$ cat config.mk
export PLATFORM = sky130hd
export DESIGN_NAME = acrp_port
export DESIGN_NICKNAME = d
export VERILOG_FILES = /design/src/logic/acrp_port.v
export VERILOG_INCLUDE_DIRS = /design/src /design/src/logic
export SDC_FILE = /design/constraint.sdc
export NUM_CORES = 1
export LEC_CHECK = 0
export BUFFER_PORTS_ARGS = -buffer_cell sky130_fd_sc_hd__buf_2
export CAP_MARGIN = 20
export CORE_MARGIN = 4
export CORE_UTILIZATION = 30
export DETAILED_ROUTE_END_ITERATION = 6
export PLACE_DENSITY = 0.45
export SYNTH_ARGS = -nofsm -noshare
export SYNTH_HDL_FRONTEND = slang
export SYNTH_SLANG_ARGS = --single-unit
$ cat constraint.sdc
create_clock -name i_mclk -period 2.5 [get_ports i_mclk]
set_input_delay 0.375 -clock i_mclk [delete_from_list [all_inputs] [get_ports i_mclk]]
set_output_delay 0.375 -clock i_mclk [all_outputs]
set_load 0.01 [all_outputs]
$ cat src/logic/acrp_defs.vh
/*
  Constants for the converter control register port: register indexes,
  field positions, reset values and timing counts.
  Assumes a 50 MHz master clock; included by bare name.
*/
`ifndef ACRP_DEFS_VH
`define ACRP_DEFS_VH

// Register indexes (seven-bit, read form)
`define ACRP_A_IDENT     7'h00
`define ACRP_A_OUTSW     7'h02
`define ACRP_A_STBY      7'h03
`define ACRP_A_CONV      7'h04
`define ACRP_A_RATE      7'h05
`define ACRP_A_INSEL     7'h07
`define ACRP_A_CHPTR     7'h08
`define ACRP_A_GAIN      7'h17
`define ACRP_A_GPTR      7'h3c
`define ACRP_A_OFSH      7'h3d
`define ACRP_A_OFSM      7'h3e
`define ACRP_A_OFSL      7'h3f
`define ACRP_A_DELAY     7'h42

// Field positions
`define ACRP_B_OUT_OFF   1
`define ACRP_B_SWITCH    0
`define ACRP_B_STBY      0
`define ACRP_B_CAL       2
`define ACRP_B_VARIANT   4

// Conversion command codes
`define ACRP_CMD_STOP    2'h0
`define ACRP_CMD_SINGLE  2'h1
`define ACRP_CMD_CONT    2'h2

// Reset values
`define ACRP_RST_BYTE    8'h00
`define ACRP_RST_CODE    3'h0

// Timing: delay step in us, fixed part in us, clock in MHz
`define ACRP_STEP_US     4000
`define ACRP_FIX_US      100
`define ACRP_MCLK_MHZ    50
`define ACRP_HOLD_CYC    6

`endif

$ cat src/logic/acrp_port.v
/*
  Control register bank and serial port of a multiplexed delta-sigma
  converter. Host shifts a command byte then a data byte (write) or
  reads one byte back. The analog path is modelled by done inputs.
  Assumes serial clock, select and data come from another domain and
  are resynchronised here; serial clock is far slower than i_mclk.
*/
`timescale 1ns/1ps
`include "acrp_defs.vh"

module acrp_port #(
  parameter FOUR_CH = 1,
  parameter [3:0] REVISION = 4'h1, // Arbitrary value
  parameter DELAY_STEP_CYC = `ACRP_STEP_US * `ACRP_MCLK_MHZ
) (
  input wire i_mclk,
  input wire i_rstn,
  input wire i_cs_n,
  input wire i_sclk,
  input wire i_serial_in_pin,
  input wire i_cal_done,
  input wire i_conv_done,
  output reg o_serial_out_pin,
  output reg o_serial_out_oe,
  output reg o_low_side_switch,
  output reg o_standby,
  output reg [7:0] o_word_rate,
  output reg [2:0] o_mux_sel,
  output reg [2:0] o_channel_gain,
  output reg o_cal_run,
  output reg o_conv_run,
  output reg o_conv_single,
  output reg o_conv_start
);

  // Fixed part of the start delay, in master clocks
  localparam FIX_CYC = `ACRP_FIX_US * `ACRP_MCLK_MHZ;
  // Frame shape: command bits, then data bits up to a full frame
  localparam [4:0] CMD_BITS = 5'd8;
  localparam [4:0] FRAME_BITS = 5'd16;
  // One-hot sequencer states
  localparam ST_IDLE = 3'b001;
  localparam ST_WAIT = 3'b010;
  localparam ST_RUN = 3'b100;

  // Two-flop synchronisers on the select, clock and data pins
  reg [1:0] cs_s_r, ck_s_r, di_s_r;
  reg ck_d_r;
  always @(posedge i_mclk) begin
    if (!i_rstn) begin
      cs_s_r <= 2'h3;
      ck_s_r <= 2'h0;
      di_s_r <= 2'h0;
      ck_d_r <= 1'b0;
    end else begin
      cs_s_r <= {cs_s_r[0], i_cs_n};
      ck_s_r <= {ck_s_r[0], i_sclk};
      di_s_r <= {di_s_r[0], i_serial_in_pin};
      ck_d_r <= ck_s_r[1];
    end
  end
  // Edges are read from the second stage only; the first may be
  // metastable and feeds nothing but the second
  wire cs_low = ~cs_s_r[1];
  wire ck_rise = ck_s_r[1] & ~ck_d_r;
  wire ck_fall = ~ck_s_r[1] & ck_d_r;

  // Stored registers
  reg [1:0] outsw_r;
  reg stby_r;
  reg [2:0] conv_r;
  reg [7:0] rate_r, delay_r;
  reg [2:0] insel_r, chptr_r, gptr_r;
  // Per-channel gains and per-gain offsets are flops indexed by pointer
  reg [2:0] gain_r [0:7];
  reg [7:0] ofs_h_r [0:7];
  reg [7:0] ofs_m_r [0:7];
  reg [7:0] ofs_l_r [0:7];

  // True when a select code names the supply or temperature input
  function is_monitor;
    input [2:0] code;
    begin
      // Codes above the monitor pair are unused and keep the stored gain
      if (FOUR_CH != 0)
        is_monitor = (code == 3'h4) || (code == 3'h5);
      else
        is_monitor = (code == 3'h2) || (code == 3'h3);
    end
  endfunction

  // True once the command byte of a read frame is in; the shifter and
  // the output enable both use it, so they cannot disagree
  function rd_phase;
    input [7:0] cmd;
    input [4:0] cnt;
    begin
      rd_phase = !cmd[7] && (cnt >= CMD_BITS);
    end
  endfunction

  // True when the command field of the conversion byte holds a code
  function cmd_is;
    input [2:0] conv;
    input [1:0] code;
    begin
      cmd_is = (conv[1:0] == code);
    end
  endfunction

  // Read mux; seven-bit index shared with writes
  // Unmapped indexes read as zero
  function [7:0] rd_val;
    input [6:0] a;
    begin
      case (a)
        `ACRP_A_IDENT: rd_val = {3'h0, (FOUR_CH == 0), REVISION};
        `ACRP_A_OUTSW: rd_val = {6'h00, outsw_r};
        `ACRP_A_STBY: rd_val = {7'h00, stby_r};
        `ACRP_A_CONV: rd_val = {5'h00, conv_r};
        `ACRP_A_RATE: rd_val = rate_r;
        `ACRP_A_INSEL: rd_val = {5'h00, insel_r};
        `ACRP_A_CHPTR: rd_val = {5'h00, chptr_r};
        `ACRP_A_GAIN: rd_val = {5'h00, gain_r[chptr_r]};
        `ACRP_A_GPTR: rd_val = {5'h00, gptr_r};
        `ACRP_A_OFSH: rd_val = ofs_h_r[gptr_r];
        `ACRP_A_OFSM: rd_val = ofs_m_r[gptr_r];
        `ACRP_A_OFSL: rd_val = ofs_l_r[gptr_r];
        `ACRP_A_DELAY: rd_val = delay_r;
        default: rd_val = 8'h00;
      endcase
    end
  endfunction

  // Serial shifter: bit count, command and data bytes
  // Count stops at a full frame, so a long frame cannot wrap it
  reg [4:0] bit_cnt_r;
  reg [7:0] cmd_r, dat_r, rd_sh_r;
  reg wr_pend_r;
  reg sdo_r;
  always @(posedge i_mclk) begin
    if (!i_rstn) begin
      bit_cnt_r <= 5'h00;
      cmd_r <= 8'h00;
      dat_r <= 8'h00;
      rd_sh_r <= 8'h00;
      wr_pend_r <= 1'b0;
      sdo_r <= 1'b0;
    end else if (!cs_low) begin
      // Select high ends the frame; a full write is queued to commit
      wr_pend_r <= (bit_cnt_r == FRAME_BITS) && cmd_r[7];
      bit_cnt_r <= 5'h00;
      sdo_r <= 1'b0;
    end else begin
      wr_pend_r <= 1'b0;
      // Extra clocks past a full frame are ignored
      if (ck_rise && bit_cnt_r != FRAME_BITS) begin
        bit_cnt_r <= bit_cnt_r + 5'd1;
        if (bit_cnt_r < CMD_BITS)
          cmd_r <= {cmd_r[6:0], di_s_r[1]};
        else
          dat_r <= {dat_r[6:0], di_s_r[1]};
        if (bit_cnt_r == CMD_BITS - 5'd1)
          rd_sh_r <= rd_val({cmd_r[5:0], di_s_r[1]});
      end
      // Read data changes on falling edges, MSB first
      if (ck_fall && rd_phase(cmd_r, bit_cnt_r) &&
          bit_cnt_r < FRAME_BITS) begin
        sdo_r <= rd_sh_r[7];
        rd_sh_r <= {rd_sh_r[6:0], 1'b0};
      end
    end
  end

  // Commit strobe and its index; the strobe comes only from a full
  // write frame, so an old command is never applied again
  wire wr_go = wr_pend_r;
  wire [6:0] wa = cmd_r[6:0];
  // Loop index for the array resets
  integer k;

  // Register writes on the master clock and hardware clears
  always @(posedge i_mclk) begin
    if (!i_rstn) begin
      outsw_r <= 2'h0;
      stby_r <= 1'b0;
      conv_r <= 3'h0;
      rate_r <= `ACRP_RST_BYTE;
      delay_r <= `ACRP_RST_BYTE;
      insel_r <= `ACRP_RST_CODE;
      chptr_r <= `ACRP_RST_CODE;
      gptr_r <= `ACRP_RST_CODE;
      for (k = 0; k < 8; k = k + 1) begin
        gain_r[k] <= `ACRP_RST_CODE;
        ofs_h_r[k] <= `ACRP_RST_BYTE;
        ofs_m_r[k] <= `ACRP_RST_BYTE;
        ofs_l_r[k] <= `ACRP_RST_BYTE;
      end
    end else begin
      // Hardware completion first; a same-cycle write then overrides
      // Calibration runs before any conversion, so its clear goes first
      if (i_cal_done && conv_r[`ACRP_B_CAL])
        conv_r[`ACRP_B_CAL] <= 1'b0;
      else if (i_conv_done && cmd_is(conv_r, `ACRP_CMD_SINGLE))
        conv_r[1:0] <= `ACRP_CMD_STOP;
      // Standby drops the switch as well; a switch write in the same
      // cycle lands for one cycle and is cleared on the next
      if (stby_r)
        outsw_r[`ACRP_B_SWITCH] <= 1'b0;
      if (wr_go) begin
        case (wa)
          `ACRP_A_OUTSW: outsw_r <= dat_r[1:0];
          `ACRP_A_STBY: stby_r <= dat_r[`ACRP_B_STBY];
          `ACRP_A_CONV: conv_r <= dat_r[2:0];
          `ACRP_A_RATE: rate_r <= dat_r;
          `ACRP_A_INSEL: insel_r <= dat_r[2:0];
          `ACRP_A_CHPTR: chptr_r <= dat_r[2:0];
          `ACRP_A_GAIN: gain_r[chptr_r] <= dat_r[2:0];
          `ACRP_A_GPTR: gptr_r <= dat_r[2:0];
          `ACRP_A_OFSH: ofs_h_r[gptr_r] <= dat_r;
          `ACRP_A_OFSM: ofs_m_r[gptr_r] <= dat_r;
          `ACRP_A_OFSL: ofs_l_r[gptr_r] <= dat_r;
          `ACRP_A_DELAY: delay_r <= dat_r;
          default: ;
        endcase
      end
    end
  end

  // Start-delay sequencer: waits delay*4ms+100us then pulses start
  reg [2:0] st_r;
  reg [7:0] step_r;
  reg [31:0] tick_r;
  reg [2:0] last_sel_r;
  // A conversion is wanted for single or continuous code, never while
  // calibrating or in standby; code 11 is unused and starts nothing
  wire want = (cmd_is(conv_r, `ACRP_CMD_SINGLE) ||
               cmd_is(conv_r, `ACRP_CMD_CONT)) &&
              !conv_r[`ACRP_B_CAL] && !stby_r;
  // Delay expiry: fixed part and all steps used up
  wire start_due = (st_r == ST_WAIT) && want && (tick_r <= 32'h1) &&
                   (step_r == 8'h00);
  always @(posedge i_mclk) begin
    if (!i_rstn) begin
      st_r <= ST_IDLE;
      step_r <= 8'h00;
      tick_r <= 32'h0;
      last_sel_r <= 3'h0;
    end else begin
      last_sel_r <= insel_r;
      case (st_r)
        ST_IDLE: begin
          // Load the fixed part first; the steps follow it
          if (want) begin
            st_r <= ST_WAIT;
            step_r <= delay_r;
            tick_r <= FIX_CYC;
          end
        end
        ST_WAIT: begin
          // Dropping the request abandons the wait without a start
          if (!want)
            st_r <= ST_IDLE;
          else if (tick_r > 32'h1)
            tick_r <= tick_r - 32'h1;
          // Each step reloads the counter; a 4 ms step needs 18 bits
          else if (step_r != 8'h00) begin
            step_r <= step_r - 8'h01;
            tick_r <= DELAY_STEP_CYC;
          end else
            st_r <= ST_RUN;
        end
        ST_RUN: begin
          // Mux change in continuous mode reinserts the delay
          if (!want || i_conv_done ||
              (last_sel_r != insel_r))
            st_r <= ST_IDLE;
        end
        default: st_r <= ST_IDLE;
      endcase
    end
  end

  // Registered outputs; every pin comes from a flop so decode glitches
  // never reach the analog side
  always @(posedge i_mclk) begin
    if (!i_rstn) begin
      o_serial_out_pin <= 1'b0;
      o_serial_out_oe <= 1'b0;
      o_low_side_switch <= 1'b0;
      o_standby <= 1'b0;
      o_word_rate <= 8'h00;
      o_mux_sel <= 3'h0;
      o_channel_gain <= 3'h0;
      o_cal_run <= 1'b0;
      o_conv_run <= 1'b0;
      o_conv_single <= 1'b0;
      o_conv_start <= 1'b0;
    end else begin
      o_serial_out_pin <= sdo_r;
      // Drive only during read data phase and when not floated
      o_serial_out_oe <= ~outsw_r[`ACRP_B_OUT_OFF] & cs_low &
                         rd_phase(cmd_r, bit_cnt_r);
      o_low_side_switch <= outsw_r[`ACRP_B_SWITCH];
      o_standby <= stby_r;
      o_word_rate <= rate_r;
      o_mux_sel <= insel_r;
      // Monitor inputs bypass the amplifier whatever gain is stored
      o_channel_gain <= is_monitor(insel_r) ? 3'h0 :
                    gain_r[insel_r];
      o_cal_run <= conv_r[`ACRP_B_CAL] & ~stby_r;
      o_conv_run <= (st_r == ST_RUN);
      o_conv_single <= cmd_is(conv_r, `ACRP_CMD_SINGLE);
      o_conv_start <= start_due;
    end
  end

endmodule

# After elaboration in Yosys (flattened, before gate mapping)
# Memories as Yosys holds them, arrays and structs flattened. A register that Yosys moved wholly into a read port is not among the register bits.
# Index checks and enable logic that the tools add are counted.
totals:
  latchBits: 0
  ff_bits: 131
  mem_bits_ro: 0
  in_bits: 7
  n_memories: 4
  wordCells: 211
  out_inout_bits: 22
  mem_bits_rw: 216
classes:
  n_bitwise: 12
  div: 0
  eq_ne: 43
  muxes: 66
  reduce_logical: 46
  n_lt_le_gt_ge: 5
  mul: 0
  addsub: 3
  shift: 0
mem_list:
  columns: ["memory", "depth", "word_bits", "read_ports", "rd_clocked_by_memory_dff", "wr", "line", "text"]
  rows:
  - ["ofs_h_r", 8, 8, 1, 1, 8, "acrp_port.v:76", "reg [7:0] ofs_h_r [0:7];"]
  - ["ofs_l_r", 8, 8, 1, 1, 8, "acrp_port.v:78", "reg [7:0] ofs_l_r [0:7];"]
  - ["ofs_m_r", 8, 8, 1, 1, 8, "acrp_port.v:77", "reg [7:0] ofs_m_r [0:7];"]
  - ["gain_r", 8, 3, 2, 2, 8, "acrp_port.v:75", "reg [2:0] gain_r [0:7];"]
op_table:
  columns: ["op", "count"]
  rows:
  - ["$mux 32", 4]
  - ["$pmux 8 s13", 1]
  - ["$mux 8", 10]
  - ["$pmux 32 s2", 1]
  - ["$mux 3", 20]
  - ["$eq 7x6->1 const B", 8]
  - ["$eq 7x3->1 const B", 6]
  - ["$gt 32x1->1 const B", 1]
  - ["$le 32x1->1 const B", 1]
  - ["$sub 32x1->32 const B", 1]
  - ["$eq 7x2->1 const B", 4]
  - ["$mux 1", 26]
  - ["$reduce_or 8->1", 3]
  - ["$pmux 8 s2", 1]
  - ["$reduce_and 2->1", 8]
  - ["$eq 7x4->1 const B", 2]
  - ["$eq 7x5->1 const B", 2]
  - ["$eq 7x7->1 const B", 2]
  - ["$logic_and 1x1->1", 12]
  - ["$eq 3x3->1 const B", 3]
  - ["$pmux 3 s3", 1]
  - ["$reduce_and 3->1", 3]
  - ["$logic_not 8->1", 1]
  - ["$ne 2x2->1 const B", 4]
  - ["28 further kinds", 50]

# Logic depth before layout (Yosys ltp)
depth:
  depth_word: 9
  ltp_mapped: 11
  depth_no_buf: 8

# Worst setup path before layout
# OpenSTA, ideal clock, no wires.
synth_path:
  path_kind: "in2reg"
  startpoint: "in i_rstn"
  endpoint: "mem ofs_l_r[7][0] (enable)"
  setup_ps: 384
  required_time_ps: 2116
  path_buffers: 2
  path_stages: 6
  setup_slack_ps: -4
  t_arrival_ps: 2120
  cell_sequence: "clkbuf_1 inv_2 nor3_1 nand3_1 clkbuf_1 o21ai_0"
synth_lines:
  columns: ["element", "line", "text"]
  rows:
  - ["start, declared", "acrp_port.v:17", "input wire i_rstn,"]
  - ["end, declared", "acrp_port.v:78", null]

# Worst setup path after layout
layout_path:
  startpoint: "reg tick_r[0]"
  endpoint: "reg tick_r[29]"
layout_via:
  elab_chain_len: 4
  word_cells_on_any_way: 7
  cone_classes: "1 x add/sub; 1 x order compare; 1 x eq/ne; 3 x mux; 1 x reduce/logical"
layout_rtl:
  columns: ["element", "line", "text"]
  rows:
  - ["start, declared", "acrp_port.v:233", "reg [31:0] tick_r;"]
  - ["start signal, assigned", "acrp_port.v:265", "tick_r <= tick_r - 32'h1;"]
  - ["$sub 32x1->32 / $gt 32x1->1 (equally long branches)", "acrp_port.v:265, acrp_port.v:264", null]
  - ["$mux 32", "acrp_port.v:264", "else if (tick_r > 32'h1)"]
  - ["$mux 32", "acrp_port.v:262", "if (!want)"]
  - ["$pmux 32 s2", "acrp_port.v:251", "case (st_r)"]
# Parallel ways exist; a longest one is shown, timed or not. The select of a mux whose other input is x is not followed.
# A chain may end at the register's enable or synchronous reset.

==> flow_summary.yaml <==
worst_setup_path:
  worstSetupStartpointType: "register"
  rr_worst_depth: 10
  cp-endpoint: "tick_r[29]$_SDFFE_PN0P_"
  end_kind: "register"
  rrSetupSlack_ns: 0.18
  crit_type: "register to register"
  r2r_start: "tick_r[0]$_SDFFE_PN0P_"
  worstPathArrival_ns: 2.77
  worstSetupStartpoint: "tick_r[0]$_SDFFE_PN0P_"
  worstPathRequired_ns: 2.95
  cp_max_fo: 5
  reg2reg_to: "tick_r[29]$_SDFFE_PN0P_"
floorplan:
  std_cell_rows: 86
  chipWidth_um: 244
  fp.dieH_um: 244
  core_um2: 55000
  io_pins: 29
  die_area_um2: 59300
  initial_core_util_pct: 30.3
logic_synthesis:
  seq_area_frac_synth_pct: 55.8
  synth_top_area_share_pct: 39.0
  ys.flop_type: "edfxtp_1"
  ys_seq_elements: 356
  syn_avg_cell_area_um2: 11.6
  yosys_warnings: 0
  netlist_area_um2: 16600
  synthTopCellsByArea: "edfxtp_1 (39%), dfxtp_1 (17%), and2_1 (9.0%)"
  synth_edf_count: 216
  synth_cell_types: 71
  netlist_instances: 1435
  synth_fp_nets: 1449
  async_reset_ff_share_pct: 0
  synth_top_area_cell: "edfxtp_1"
final_layout:
  instances_no_fill: 2329
  finalNetCount: 1559
  drive_gt1_share_pct: 19.2
  fill_cells: 5453
  syn2layout_area_growth_pct: 18.9
  multiInputGateArea_um2: 6940
  regArea_um2: 9290
detailed_routing:
  wl_mm: 46.2
  ant_nets: 0
  via_per_inst: 4.90
  first_pass_iters: 5
  wl_per_cell_um: 19.9
  route.vias.total: 11402
  drtIter0Drc: 903
  drc: 0
timing:
  skew_ns: 0.0217
  slew_headroom_pct: 46.2
  period_needed_ns: 2.32
  post-route-period-util_pct: 92.8
  setup_tns_ns: 0
  setup_viol: 0
  rsz0062_at_grt: "no"
  timing.fmax_mhz: 431
  max_slew.worst_pin.slew_ns: 0.806
  hold_viol: 0
  slew_violations: 0
grt:
  grt.total_usage_pct: 15.5
  antenna_found_initial: 2
  grt_first_pass_wirelength_mm: 71.9
  grt_pass1_vias: 11659
  grt_max_degree: 71
  grt_overflow: 0
placed_design:
  gp_congestion: 0.842
  numPortBuffers: 28
  hpwl_mm: 31.3
  dp.cells: 2244
clocking:
  clk_path_buf_depth: 3
  cts-root-buf: "clkbuf_16"
  numCtsBuffers: 43
  htreeDepth: 2
  clock_latency_ns: 0.56
  cts_tree: "done"
  cts_sinks: 356
  clk_pin_slew_ns: 0.06
hold_path:
  hold_class: "input port to register"
  whs_path_depth: 2
power:
  peakVddDrop_mv: 0.542
  p_leak_uw: 0.00704
  power.density_nw_per_um2: 647
job:
  cap_violations: 0
outcome:
  status: "finished clean"
-- through the flow --
| step | util [%] | worst slack [ns] | area (um^2) | power [uW] | hold WS [ns] |
|---|---|---|---|---|---|
| finish | 36.0 | 0.179 | 19800 | 12800 | 0.0470 |
| global route | 36.0 | 0.00196 | 19800 | 13300 | 0.0379 |
| CTS | 35.9 | 0.103 | 19800 | 13000 | 0.0162 |
| detailed placement | 33.4 | 0.128 | 18400 | 6920 | 0.405 |
| global placement | 33.4 | 0.151 | 18400 | 6920 | 0.406 |
| floorplan | - | -0.00364 | 16600 | 6750 | 0.386 |
-- registers in the layout, indices dropped and copies added, names as in the netlist, 8 cells and up, named ones only --
| signal | cells |
|---|---|
| ofs_h_r | 64 |
| gain_r | 24 |
| ofs_m_r | 64 |
| o_word_rate | 8 |
| step_r | 8 |
| cmd_r | 8 |
| dat_r | 8 |
| delay_r | 8 |
| ofs_l_r | 64 |
| tick_r | 32 |
| rd_sh_r | 8 |
| rate_r | 8 |
-- power by group --
group	total (uW)	switching, uW	internal [uW]
clock	6000	2530	3470
combinational	336	206	130
sequential	6460	65.1	6390
total	12800	2800	10000
-- synthesized netlist by cell type (all sizes together), types with 4 or more instances --
cell	number
and2	239
edfxtp	216
dfxtp	140
nor2	139
clkbuf	81
mux2i	73
o21ai	69
nand2	57
mux4	54
a21oi	46
nor3	36
nand3	26
nor4	20
buf	15
inv	15
nand2b	15
a31oi	13
xnor2	13
or3	12
o22ai	11
or4	11
nor3b	10
nand4	8
o211ai	8
ha	7
nand3b	7
nor2b	7
o31ai	7
a22oi	6
and3	6
a22o	4
and4	4
o21a	4
o41ai	4
xor2	4
-- kinds of logic after synthesis --
family                   Yosys count  synth area share, %
AND/OR/NAND/NOR                  615                 20.8
flip-flops                       356                 55.8
AO/OA/AOI/OAI                    200                 7.49
multiplexers                     129                 11.8
buffers and inverters            111                 2.65
XOR/XNOR                          17                0.895
adder cells (fa/ha/maj)            7                0.526
-- final cells by class --
type / count / area share [%]
Antenna cell: 1 / 0.0126
Clock buffer: 53 / 5.78
Clock inverter: 27 / 1.02
Inverter: 15 / 0.284
Multi-Input combinational cell: 968 / 35.1
Sequential cell: 356 / 47.0
Tap cell: 748 / 4.73
Timing Repair Buffer: 161 / 6.16
-- metal layers --
layer / track usage (%) / share of wire (%)
met5: 0 / 0
met4: 4.35 / 2.2
met3: 2.16 / 4.0
met2: 26.1 / 48
met1: 21.1 / 46
-- worst min path at each step --
| stage | from | endpoint | slack [ns] |
|---|---|---|---|
| 5_1_grt | i_sclk | ck_s_r[0]$_SDFF_PN0_ | 0.04 |
| 2_1_floorplan | cs_s_r[0]$_SDFF_PN1_ | cs_s_r[1]$_SDFF_PN1_ | 0.39 |
| 3_5_place_dp | cs_s_r[0]$_SDFF_PN1_ | cs_s_r[1]$_SDFF_PN1_ | 0.41 |
| 4_1_cts | i_sclk | ck_s_r[0]$_SDFF_PN0_ | 0.02 |
| 3_3_place_gp | cs_s_r[0]$_SDFF_PN1_ | cs_s_r[1]$_SDFF_PN1_ | 0.41 |
| 6_report | i_sclk | ck_s_r[0]$_SDFF_PN0_ | 0.05 |
-- what timing repair did --
item / CTS / global route
resized for setup: 0 / 5
setup endpoints to repair: 0 / 40
setup buffers: 0 / 2
hold buffers: 2 / 0
endpoints found under the hold margin: 2 / 0
-- cell usage in the layout (no fill, tap or decap), types with 9 or more instances in the layout --
master     Yosys  final
nand3_1       26     26
inv_1         14     14
and2_1       239    239
a31oi_1       13     13
mux2i_1       73     73
edfxtp_1     216    216
buf_2          4     28
nand2b_1      15     15
clkbuf_16      0     44
buf_4          0    125
or3_1         12     12
nor2_1       139    138
xnor2_1       13     13
nor3b_1       10      9
nor4_1        15     13
mux4_2        54     54
or4_1         10     10
clkinv_2       0     11
nor3_1        36     35
o21ai_0       61     61
dfxtp_1      140    138
a21oi_1       45     45
nand2_1       57     56
o22ai_1       11     11
-- critical path, stage by stage (launching register included) --
cell and delay, ns:
dfxtp_1 0.39, inv_1 0.08, ha_1 0.27, buf_4 0.17, o21ba_2 0.21, nand3_1 0.08, nor3_1 0.07, buf_4 0.15
or4_1 0.49, a21oi_1 0.20, o21ai_1 0.09
Power figures use the tool's default switching activity.
